`src/logic/rbt_pkg.sv`:
```
// constants, field layout and types shared by the binary timer
package rbt_pkg;

  // ------------------------------------------------------------
  // timing
  // ------------------------------------------------------------
  localparam int unsigned CLK_PERIOD_NS = 50;
  // power-on clear hold time, a least time so it rounds up
  localparam int unsigned POR_TIME_NS   = 1000;
  localparam int unsigned POR_CYCLES    =
    (POR_TIME_NS + CLK_PERIOD_NS - 1) / CLK_PERIOD_NS;
  // internal oscillator period, a nominal rate so it rounds down
  localparam int unsigned OSC_PERIOD_NS = 100000;
  localparam int unsigned OSC_CYCLES    = OSC_PERIOD_NS / CLK_PERIOD_NS;

  // ------------------------------------------------------------
  // counter geometry
  // ------------------------------------------------------------
  localparam int unsigned STAGES     = 16;
  localparam int unsigned LOW_STAGES = 8;

  // ------------------------------------------------------------
  // register map
  // ------------------------------------------------------------
  localparam logic [7:0]  CTRL_OFFSET    = 8'h00;
  localparam logic [7:0]  STATUS_OFFSET  = 8'h04;
  localparam int unsigned CTRL_TSEL_LSB  = 0;
  localparam int unsigned CTRL_MODE_BIT  = 2;
  localparam int unsigned CTRL_POL_BIT   = 3;
  localparam int unsigned CTRL_EXT_BIT   = 4;
  localparam int unsigned CTRL_CLR_BIT   = 5;
  localparam int unsigned CTRL_W         = 6;
  localparam logic [5:0]  CTRL_RESET     = 6'h04;
  localparam int unsigned STAT_Q_BIT     = 16;
  localparam int unsigned STAT_HELD_BIT  = 17;
  localparam int unsigned STAT_RST_BIT   = 18;

  // ------------------------------------------------------------
  // types
  // ------------------------------------------------------------
  // select code, first select input is the upper bit
  typedef enum logic [1:0] {
    TSEL_13 = 2'h0,
    TSEL_10 = 2'h1,
    TSEL_8  = 2'h2,
    TSEL_16 = 2'h3
  } rbt_tsel_t;

  typedef enum logic [1:0] {
    ST_CLEAR = 2'h0,
    ST_RUN   = 2'h1,
    ST_HELD  = 2'h3
  } rbt_state_t;

endpackage

```
`src/logic/rbt_chain_if.sv`:
```
// carrier between the timer core and one group of counter stages
`timescale 1ns/1ps
interface rbt_chain_if #(parameter int W = 8);
  logic         adv;
  logic         clr;
  logic [W-1:0] val;
  logic         carry;
  modport core  (output adv, output clr, input val, input carry);
  modport chain (input adv, input clr, output val, output carry);
endinterface

```
`src/logic/rbt_timer.sv`:
```
// programmable sixteen-stage binary timer with an apb register port
//
// Behaviour
// select code 00/01/10/11 picks stage 13/10/8/16 as output
// code 10 clocks the ninth stage straight from the count clock
// recycle mode: output follows chosen stage, period 2^n counts
// power-on clear runs when its disable input is low
// master clear high resets the counter, low lets it run
// every reset clears all stages together
// while in reset the output equals the polarity select
// mode high is recycle, mode low is single cycle
// single cycle: after 2^(n-1) counts latch sets, output flips once
// latched output holds until master clear or mode change
// clear pulse restarts; high polarity stays high until count
// one-shot retriggers on any new clear pulse
// an external count clock may replace the internal oscillator
// user waits one pulse width after power-up before trusting it
// stages advance on count clock rising edge, each halves rate
// internal oscillator is held stopped during any reset
//
// Implementation choices: the APB slave port and the placing of the registers.
`timescale 1ns/1ps
module rbt_timer
  import rbt_pkg::*;
#(
  parameter int unsigned OSC_DIV  = OSC_CYCLES,
  parameter int unsigned POR_HOLD = POR_CYCLES,
  parameter int unsigned ADDR_W   = 8
) (
  input  wire logic              core_clk,
  input  wire logic              rst_n,
  input  wire logic              psel,
  input  wire logic              penable,
  input  wire logic              pwrite,
  input  wire logic [ADDR_W-1:0] paddr,
  input  wire logic [31:0]       pwdata,
  input  wire logic [3:0]        pstrb,
  output logic                   pready,
  output logic [31:0]            prdata,
  output logic                   pslverr,
  input  wire logic              master_clear_in,
  input  wire logic              power_on_clear_disable,
  input  wire logic              osc_sense_in,
  output logic                   timer_q_out
);

  // ------------------------------------------------------------
  // elaboration checks
  // ------------------------------------------------------------
  if (OSC_DIV < 1) begin : g_bad_div
    $error("rbt_timer: OSC_DIV must be at least 1");
  end
  if (POR_HOLD < 1) begin : g_bad_por
    $error("rbt_timer: POR_HOLD must be at least 1");
  end
  if (ADDR_W < 8) begin : g_bad_addr
    $error("rbt_timer: ADDR_W must be at least 8");
  end

  localparam int unsigned DIV_W = (OSC_DIV > 1) ? $clog2(OSC_DIV) : 1;
  localparam int unsigned POR_W = $clog2(POR_HOLD + 1);

  // ------------------------------------------------------------
  // declarations
  // ------------------------------------------------------------
  logic [CTRL_W-1:0] ctrl_reg;
  logic [31:0]       prdata_reg;
  logic              pready_reg;
  logic              pslverr_reg;
  logic              q_reg;
  logic              q_next;
  logic [DIV_W-1:0]  div_reg;
  logic              osc_tick;
  logic              sense_prev_reg;
  logic              ext_tick;
  logic              tick;
  logic              por_arm_reg;
  logic [POR_W-1:0]  por_cnt_reg;
  logic              mode_prev_reg;
  logic              mode_chg;
  logic              clr_any;
  logic              bypass;
  logic              sel_bit;
  logic [STAGES-1:0] count;
  logic              in_reset;
  rbt_state_t        state_reg;
  rbt_state_t        state_next;
  rbt_tsel_t         tsel;
  logic              mode_recycle;
  logic              pol;
  logic              ext_sel;
  logic              soft_clear;
  logic              setup_phase;
  logic              wr_take;
  logic              hit_ctrl;
  logic              hit_status;
  logic [31:0]       status_word;

  rbt_chain_if #(.W(LOW_STAGES))          lo_if ();
  rbt_chain_if #(.W(STAGES - LOW_STAGES)) hi_if ();

  // ------------------------------------------------------------
  // control fields
  // ------------------------------------------------------------
  assign tsel         = rbt_tsel_t'(ctrl_reg[CTRL_TSEL_LSB +: 2]);
  assign mode_recycle = ctrl_reg[CTRL_MODE_BIT];
  assign pol          = ctrl_reg[CTRL_POL_BIT];
  assign ext_sel      = ctrl_reg[CTRL_EXT_BIT];
  assign soft_clear   = ctrl_reg[CTRL_CLR_BIT];

  // ------------------------------------------------------------
  // power-on clear
  // ------------------------------------------------------------
  // the disable pin is a level caught after reset release, so the
  // arm flag only takes a constant under the asynchronous reset
  always_ff @(posedge core_clk or negedge rst_n) begin
    if (!rst_n) begin
      por_arm_reg <= 1'b1;
    end else if (power_on_clear_disable) begin
      por_arm_reg <= 1'b0;
    end else if (por_cnt_reg == POR_W'(POR_HOLD - 1)) begin
      por_arm_reg <= 1'b0;
    end
  end

  always_ff @(posedge core_clk or negedge rst_n) begin
    if (!rst_n) begin
      por_cnt_reg <= '0;
    end else if (por_arm_reg) begin
      por_cnt_reg <= por_cnt_reg + POR_W'(1);
    end
  end

  // ------------------------------------------------------------
  // reset sources
  // ------------------------------------------------------------
  always_ff @(posedge core_clk or negedge rst_n) begin
    if (!rst_n) begin
      mode_prev_reg <= CTRL_RESET[CTRL_MODE_BIT];
    end else begin
      mode_prev_reg <= mode_recycle;
    end
  end

  // a change of mode level restarts a finished single cycle
  assign mode_chg = mode_prev_reg != mode_recycle;

  // master clear acts regardless of the power-on function
  assign clr_any = master_clear_in
                 | soft_clear
                 | (por_arm_reg & ~power_on_clear_disable)
                 | mode_chg;

  // ------------------------------------------------------------
  // count clock
  // ------------------------------------------------------------
  // divider stands at zero during reset, so the first count after
  // release comes a full oscillator period later
  always_ff @(posedge core_clk or negedge rst_n) begin
    if (!rst_n) begin
      div_reg <= '0;
    end else if (clr_any || ext_sel) begin
      div_reg <= '0;
    end else if (div_reg == DIV_W'(OSC_DIV - 1)) begin
      div_reg <= '0;
    end else begin
      div_reg <= div_reg + DIV_W'(1);
    end
  end

  assign osc_tick = ~clr_any & ~ext_sel
                  & (div_reg == DIV_W'(OSC_DIV - 1));

  always_ff @(posedge core_clk or negedge rst_n) begin
    if (!rst_n) begin
      sense_prev_reg <= 1'b0;
    end else begin
      sense_prev_reg <= osc_sense_in;
    end
  end

  // external clock counts on its rising edge
  assign ext_tick = ext_sel & osc_sense_in & ~sense_prev_reg;
  assign tick     = ext_tick | osc_tick;

  // ------------------------------------------------------------
  // counter stages
  // ------------------------------------------------------------
  assign bypass = (tsel == TSEL_8);

  // low stages stall when the ninth stage takes the count clock
  assign lo_if.adv = tick & ~bypass;
  assign lo_if.clr = clr_any;
  assign hi_if.adv = bypass ? tick : lo_if.carry;
  assign hi_if.clr = clr_any;

  rbt_stage_chain #(.W(LOW_STAGES)) u_low (
    .clk   (core_clk),
    .rst_n (rst_n),
    .grp   (lo_if)
  );

  rbt_stage_chain #(.W(STAGES - LOW_STAGES)) u_high (
    .clk   (core_clk),
    .rst_n (rst_n),
    .grp   (hi_if)
  );

  assign count = {hi_if.val, lo_if.val};

  // stage n toggles every 2^(n-1) counts
  always_comb begin
    unique case (tsel)
      TSEL_13: sel_bit = count[12];
      TSEL_10: sel_bit = count[9];
      TSEL_8:  sel_bit = count[STAGES-1];
      TSEL_16: sel_bit = count[STAGES-1];
    endcase
  end

  // ------------------------------------------------------------
  // single-cycle latch
  // ------------------------------------------------------------
  always_comb begin
    state_next = state_reg;
    if (clr_any) begin
      state_next = ST_CLEAR;
    end else begin
      unique case (state_reg)
        ST_CLEAR: state_next = ST_RUN;
        ST_RUN: begin
          if (!mode_recycle && sel_bit) begin
            state_next = ST_HELD;
          end
        end
        ST_HELD: state_next = ST_HELD;
        default: state_next = ST_CLEAR;
      endcase
    end
  end

  always_ff @(posedge core_clk or negedge rst_n) begin
    if (!rst_n) begin
      state_reg <= ST_CLEAR;
    end else begin
      state_reg <= state_next;
    end
  end

  assign in_reset = clr_any | (state_reg == ST_CLEAR);

  // ------------------------------------------------------------
  // output
  // ------------------------------------------------------------
  // the run case also looks at the running bit so that the output
  // flips in the same cycle in both modes
  always_comb begin
    if (clr_any) begin
      q_next = pol;
    end else if (mode_recycle) begin
      q_next = pol ^ sel_bit;
    end else if (state_reg == ST_HELD) begin
      q_next = ~pol;
    end else begin
      q_next = pol ^ (sel_bit & (state_reg == ST_RUN));
    end
  end

  always_ff @(posedge core_clk or negedge rst_n) begin
    if (!rst_n) begin
      q_reg <= CTRL_RESET[CTRL_POL_BIT];
    end else begin
      q_reg <= q_next;
    end
  end

  assign timer_q_out = q_reg;

  // ------------------------------------------------------------
  // apb slave
  // ------------------------------------------------------------
  // answer is prepared in the setup cycle, so every access completes
  // in its first access cycle with no wait state
  assign setup_phase = psel & ~penable;
  assign wr_take     = psel & penable & pready_reg & pwrite;
  assign hit_ctrl    = paddr == ADDR_W'(CTRL_OFFSET);
  assign hit_status  = paddr == ADDR_W'(STATUS_OFFSET);

  always_comb begin
    status_word                = '0;
    status_word[STAGES-1:0]    = count;
    status_word[STAT_Q_BIT]    = q_reg;
    status_word[STAT_HELD_BIT] = state_reg == ST_HELD;
    status_word[STAT_RST_BIT]  = in_reset;
  end

  always_ff @(posedge core_clk or negedge rst_n) begin
    if (!rst_n) begin
      pready_reg <= 1'b0;
    end else begin
      pready_reg <= setup_phase;
    end
  end

  always_ff @(posedge core_clk or negedge rst_n) begin
    if (!rst_n) begin
      pslverr_reg <= 1'b0;
    end else if (setup_phase) begin
      pslverr_reg <= ~(hit_ctrl | hit_status);
    end else begin
      pslverr_reg <= 1'b0;
    end
  end

  always_ff @(posedge core_clk or negedge rst_n) begin
    if (!rst_n) begin
      prdata_reg <= '0;
    end else if (setup_phase && !pwrite && hit_ctrl) begin
      prdata_reg <= {{(32 - CTRL_W){1'b0}}, ctrl_reg};
    end else if (setup_phase && !pwrite && hit_status) begin
      prdata_reg <= status_word;
    end else if (setup_phase) begin
      prdata_reg <= '0;
    end
  end

  // control fields sit in byte lane 0; the status word ignores writes
  always_ff @(posedge core_clk or negedge rst_n) begin
    if (!rst_n) begin
      ctrl_reg <= CTRL_RESET;
    end else if (wr_take && hit_ctrl && pstrb[0]) begin
      ctrl_reg <= pwdata[CTRL_W-1:0];
    end
  end

  assign pready  = pready_reg;
  assign prdata  = prdata_reg;
  assign pslverr = pslverr_reg;

endmodule

```
`src/logic/rbt_stage_chain.sv`:
```
// one group of binary divide-by-two counter stages
`timescale 1ns/1ps
module rbt_stage_chain
  import rbt_pkg::*;
#(
  parameter int W = 8
) (
  input wire logic    clk,
  input wire logic    rst_n,
  rbt_chain_if.chain  grp
);

  if (W < 1) begin : g_bad_width
    $error("rbt_stage_chain: W must be at least 1");
  end

  logic [W-1:0] val_reg;

  // all stages clear in the same cycle, whatever their state
  always_ff @(posedge clk or negedge rst_n) begin
    if (!rst_n) begin
      val_reg <= '0;
    end else if (grp.clr) begin
      val_reg <= '0;
    end else if (grp.adv) begin
      val_reg <= val_reg + W'(1);
    end
  end

  assign grp.val   = val_reg;
  // carry marks the tick on which the last stage of the group wraps
  assign grp.carry = grp.adv & (&val_reg);

endmodule

```
`config.mk`:
```
export PLATFORM = sky130hd
export DESIGN_NAME = rbt_timer
export DESIGN_NICKNAME = d
export VERILOG_FILES = /design/src/logic/rbt_pkg.sv /design/src/logic/rbt_chain_if.sv /design/src/logic/rbt_timer.sv /design/src/logic/rbt_stage_chain.sv
export SDC_FILE = /design/constraint.sdc
export NUM_CORES = 1
export LEC_CHECK = 0
export BUFFER_PORTS_ARGS = -buffer_cell sky130_fd_sc_hd__buf_2
export CORE_UTILIZATION = 52
export DETAILED_ROUTE_END_ITERATION = 10
export HOLD_SLACK_MARGIN = 0.05
export PLACE_DENSITY_LB_ADDON = 0.25
export SYNTH_ARGS = -nofsm -noshare
export SYNTH_HDL_FRONTEND = slang
export SYNTH_SLANG_ARGS = --single-unit
```
`constraint.sdc`:
```
create_clock -name core_clk -period 2.5 [get_ports core_clk]
set_input_delay 0.125 -clock core_clk [delete_from_list [all_inputs] [get_ports core_clk]]
set_output_delay 0.125 -clock core_clk [all_outputs]
set_load 0.01 [all_outputs]
```
### After elaboration in Yosys (flattened, before gate mapping)

Index checks and enable logic that the tools add are counted.

| storage, ports and cells | value |
|---|---|
| flip-flop bits (word level) | 78 |
| bits of input ports | 52 |
| output and inout bits | 35 |
| logic and storage cells | 93 |

| cells by class | value |
|---|---|
| add/sub/neg operators | 4 |
| equal/unequal tests | 10 |
| mux-type cells | 20 |
| bitwise logic cells | 28 |
| reduce and logical (&&, ||, !) cells | 18 |

Operators by type and width:

| kind | number |
|---|---|
| $mux 32 | 3 |
| $mux 8 | 4 |
| $mux 11 | 2 |
| $add 8x1->8 const B | 2 |
| $and 1x1->1 | 12 |
| $add 11x1->11 const B | 1 |
| $eq 11x11->1 const B | 1 |
| $eq 8x3->1 const B | 1 |
| $logic_not 8->1 | 1 |
| $not 1->1 | 8 |
| $reduce_and 8->1 | 1 |
| $mux 1 | 7 |
| $eq 2x2->1 const B | 3 |
| $logic_and 1x1->1 | 6 |
| $or 1x1->1 | 6 |
| $pmux 2 s3 | 1 |
| $reduce_bool 2->1 | 3 |
| $add 5x1->5 const B | 1 |
| $eq 5x5->1 const B | 1 |
| $eq 2x1->1 const B | 2 |
| $logic_not 2->1 | 2 |
| $mux 2 | 2 |
| $ne 3x3->1 const B | 1 |
| $pmux 1 s3 | 1 |
| 6 further kinds | 8 |

### Longest topological paths before layout

| depth | value |
|---|---|
| word-level depth | 13 |
| gate-level depth with buffers | 7 |
| depth with buffers taken out | 6 |

### By module

A second synthesis with hierarchy kept.

| unflattened totals | value |
|---|---|
| cells, all modules | 269 |
| area total of the unflattened synthesis | 3036.7 µm² |

Modules (own cells, without submodules):

| module | instances | cells an instance | area each (µm²) | seq. area each (µm²) |
|---|---|---|---|---|
| rbt_timer | 1 | 191 | 2230.9 | 1229.9 |
| rbt_stage_chain | 2 | 39 | 402.9 | 200.2 |

### Worst setup path before layout

Ideal clock, no wire load.

| timing path | value |
|---|---|
| path kind | reg2reg |
| from | register ctrl_reg[2] |
| to | register u_high.val_reg[4], in the netlist u_high.grp.val[4] |
| library setup time | 0.078 ns |
| data arrival time | 2.120 ns |
| data required time | 2.422 ns |
| slack | 0.302 ns |
| cell stages (with the launch flop) | 7 |
| path buffers | 1 |
| cells stage by stage | dfstp_2 > xor2_1 > or4_4 > buf_6 > o31a_4 > or4_1 > a21oi_1 |

| on the way | value |
|---|---|
| longest elaborated chain between the ends | 10 |
| elaborated cells between the ends (all ways) | 11 |
| classes of those cells | eq/ne (1); mux (2); bitwise (7); reduce/logical (1) |

Ends and longest elaborated chain:

| element | line | source |
|---|---|---|
| start, declared | rbt_timer.sv:66 | `logic [CTRL_W-1:0] ctrl_reg;` |
| start signal, assigned | rbt_timer.sv:332 | `ctrl_reg <= pwdata[CTRL_W-1:0];` |
| $ne 1x1->1 (*) | rbt_timer.sv:146 | `assign mode_chg = mode_prev_reg != mode_recycle;` |
| $or 1x1->1 (*) | rbt_timer.sv:152 | `\| mode_chg;` |
| $not 1->1 | rbt_timer.sv:171 | `assign osc_tick = ~clr_any & ~ext_sel` |
| $and 1x1->1 | rbt_timer.sv:171 |  |
| $and 1x1->1 | rbt_timer.sv:172 | `& (div_reg == DIV_W'(OSC_DIV - 1));` |
| $or 1x1->1 | rbt_timer.sv:184 | `assign tick = ext_tick \| osc_tick;` |
| $and 1x1->1 | rbt_timer.sv:192 | `assign lo_if.adv = tick & ~bypass;` |
| $and 1x1->1 | rbt_stage_chain.sv:32 | `assign grp.carry = grp.adv & (&val_reg);` |
| $mux 1 | rbt_timer.sv:194 | `assign hi_if.adv = bypass ? tick : lo_if.carry;` |
| $reduce_bool 2->1 (no source line) | -- |  |
| end signal, assigned | rbt_stage_chain.sv:26 | `val_reg <= val_reg + W'(1);` |
| end, declared | rbt_stage_chain.sv:17 | `logic [W-1:0] val_reg;` |

Mark *: on every way between the ends. The rest lies on a longest branch, timed or not.
A chain may end at the register's enable or synchronous reset.

### Worst setup path in the final report

| timing path | value |
|---|---|
| from | register div_reg[1] |
| to | register u_high.val_reg[4], in the netlist u_high.grp.val[4] |

| on the way | value |
|---|---|
| longest elaborated chain between the ends | 7 |

Ends and longest elaborated chain:

| element | line | source |
|---|---|---|
| start, declared | rbt_timer.sv:72 | `logic [DIV_W-1:0] div_reg;` |
| start signal, assigned | rbt_timer.sv:167 | `div_reg <= div_reg + DIV_W'(1);` |
| $eq 11x11->1 (*) | rbt_timer.sv:172 |  |
| $and 1x1->1 (*) | rbt_timer.sv:172 |  |
| $or 1x1->1 (*) | rbt_timer.sv:184 |  |
| $and 1x1->1 | rbt_timer.sv:192 |  |
| $and 1x1->1 | rbt_stage_chain.sv:32 |  |
| $mux 1 (*) | rbt_timer.sv:194 |  |
| $reduce_bool 2->1 (no source line) (*) | -- |  |

Marks and branches as above.

==> impl_results.md <==
- Maximum number of pins on one net before global-route repair: 66
- Clock latency on the worst-skew pair: between 0.3 and 0.4 ns
- Via-to-Cell Ratio: ~5.7
- Crit path largest cell delay: 0.53 ns
- Slew at the pin with the worst max-slew slack: 1.02 ns
- FFs w/ async S/R, synth: 100%
- H-tree depth: 3
- Root Driver: clkbuf_8
- Most common cell after layout, fill and taps aside: dfrtp_1
- Slew HR: 31.4%
- Number of distinct library cells after synthesis: 47
- Required time of the critical path: ~2.8 ns
- Via count of the first global-routing pass: 2,163
- Post-layout min period: 2.37 ns
- Detailed Route WL: 6010 µm
- PnR Total Power: 2.05 mW
- Count of flip-flops with a built-in enable after synthesis: 0
- Critical Path Sink Type: flip-flop
- Synth-to-Final Area Change: 18.5%
- Number of remaining DRC errors: 0
- Via count: 2,308
- Family with the most delay on the worst path: simple AND/OR/NAND/NOR gates
- Final std cell area, no fill: 3580 µm²
- Largest buffer count on any clock path: 2
- Detail Placement HPWL: 3970 µm
- Achievable frequency: between 400 and 500 MHz
- Synthesized instance count: 270
- HP Class: input port to flip-flop
- Bufs and invs on worst path: 0
- Die boundary width: ~78 µm
- Effective utilization at floorplan: between 50% and 60%
- Ys flop type: dfrtp_1
- WL per Instance: 14.8 µm
- Fraction of the yosys area taken by sequential cells: ~54%
- Grt met2 use: 33.9%
- Die footprint: 6110 µm²
- Cell with the largest stage delay on the worst path: or4_1
- Share of post-route cells with drive strength above 1: 24.0%
- Wire length of the first global-routing pass: between 10,000 and 15,000 µm
- Met1 usage in global routing: 29.4%
- Placement row count: 27
- Crit-path max FO: 16
- Post-synth design cell area: 3020 µm²
- Global placement routability congestion: roughly 0.76
- Most frequent cells in the layout: dfrtp_1, buf_2, nor2_1
- Instance area after placement: 3280 µm²
- Startpoint types: flip-flop
- Iteration-0 DRC count of the detailed router: 162
- GR peak layer: met2
- CTS tree: yes
- Antenna violations before repair: 0
- Vertical extent of the die: 78.2 µm
- Cts bufs inserted: 9
- Tot GR Track Use: 21.8%
- Total number of yosys warnings: 0
- Post-Syn Area per Cell: 11.2 µm²
- Net count reported at finish: 386
- Clock-pin slew reported for the worst setup and hold paths after clock tree synthesis: approximately 0.070 ns
- Largest register FFs: 19
- I/O pin total: 87
- Worst setup skew after layout: 0.00778 ns
- Total negative setup slack: 0 ns
- Number of nets with antenna violations after routing: 0
- Cells traversed along the worst timing path: ha_2 > nand3_1 > or4_1 > o31a_4 > or4_1 > a21oi_1
- Worst setup path category: flip-flop to flip-flop
- Outcome: complete, no violations
- Data arrival time of the critical path: 2.63 ns
- CORE AREA: 5540 µm²
- Slew Limit Fails: 0
- Number of sinks handled by clock tree synthesis: 65
- PwrDens: 573 nW/µm²
- Share of the clock period used by the worst path: 94.7%
- Max-cap violations: 0
- Met3 track utilization from global routing: under 10%
- Antenna Diode Count: 0
- Count of endpoints failing setup in the final report: 0
- Total iterations of the first detailed-routing run: 4
- Number of synthesized register bits: 65
- Max VDD drop: ~0.35 mV
- P_leak: 1.76 nW
- Leftover overflow at the end of global routing: 0
- Final Hold Viols: 0
- IO Port Bufs: 44
- RSZ-0062 raised after global routing: false
- Most frequent CP cell: or4_1
-- worst min-delay path: stages --
cell,delay (ns)
buf_2,0.07
nor4_1,0.04
buf_4,0.13
nor2_1,0.07
-- cell type report --
class,instances,area [µm²]
Clock buffer,12,155
Clock inverter,3,40.0
Fill cell,473,1960
Inverter,11,41.3
Multi-Input combinational cell,182,1240
Sequential cell,65,1630
Tap cell,72,90.1
Timing Repair Buffer,61,383
-- metal layers --
layer  vias up  part of all wire, %
met5         -                    0
met4         0                  1.1
met3         8                  4.9
met2        66                   50
met1      1146                   44
li1       1088                    -
-- cell usage after synthesis, types with 3 or more instances --
library cell / count / area, µm²
dfrtp_1: 62 / 1550
nor2_1: 20 / 75.1
a21oi_1: 14 / 70.1
buf_4: 13 / 97.6
a22o_1: 12 / 105
inv_1: 11 / 41.3
or4_1: 11 / 82.6
nand2_1: 10 / 37.5
nand3_1: 10 / 50.1
o31ai_1: 9 / 67.6
xnor2_1: 9 / 78.8
nand4_1: 8 / 50.1
clkbuf_1: 7 / 26.3
xor2_1: 7 / 61.3
a222oi_1: 6 / 60.1
mux2_2: 6 / 67.6
o21ai_0: 5 / 25.0
or3_1: 5 / 31.3
and3_1: 4 / 25.0
ha_1: 4 / 50.1
dfstp_2: 3 / 78.8
nor2b_1: 3 / 18.8
-- stage by stage --
step	setup WS, ns	instances	utilization [%]	hold WS, ns
2_1_floorplan	0.302	282	-	-0.171
3_3_place_gp	0.225	381	59.3	0.167
3_5_place_dp	0.122	381	59.3	0.170
4_1_cts	0.0876	405	64.4	0.141
5_1_grt	0.0310	406	64.6	0.167
6_report	0.132	406	64.6	0.142
-- logic make-up after synthesis --
| kind of cell | Yosys count | share of synthesized area (%) |
|---|---|---|
| AND/OR/NAND/NOR | 85 | 16.2 |
| flip-flops | 65 | 54.0 |
| AO/OA/AOI/OAI | 55 | 13.6 |
| buffers and inverters | 35 | 6.55 |
| XOR/XNOR | 16 | 4.64 |
| multiplexers | 9 | 3.27 |
| adder cells (fa/ha/maj) | 4 | 1.66 |
| other | 1 | 0.124 |
-- report_power, final --
| part | total (mW) | internal (mW) | switching, mW |
|---|---|---|---|
| sequential | 1.07 | 1.06 | 0.00587 |
| clock | 0.882 | 0.506 | 0.375 |
| combinational | 0.102 | 0.0400 | 0.0617 |
| total | 2.05 | 1.61 | 0.443 |
-- what timing repair did --
action                                  CTS  global route
endpoints found under the hold margin    70             0
gates resized for setup                   0             1
buffers inserted                          0             1
endpoints found under the setup margin    0             4
hold buffers                              9             0
-- final timing paths --
kind                                  start  depth (start not counted)  slack (ns)                 to
worst min-delay path               paddr[0]                          4        0.14            pslverr
max in group asynchronous             rst_n                          3        1.85        por_arm_reg
worst max-delay path             div_reg[1]                          6        0.13  u_high.grp.val[4]
worst min register to register  ctrl_reg[2]                          0        0.42      mode_prev_reg
worst max register to register   div_reg[1]                          6        0.13  u_high.grp.val[4]
min in group asynchronous             rst_n                          3        0.32  u_high.grp.val[4]
No activity file was read; power rests on OpenSTA's default activity.
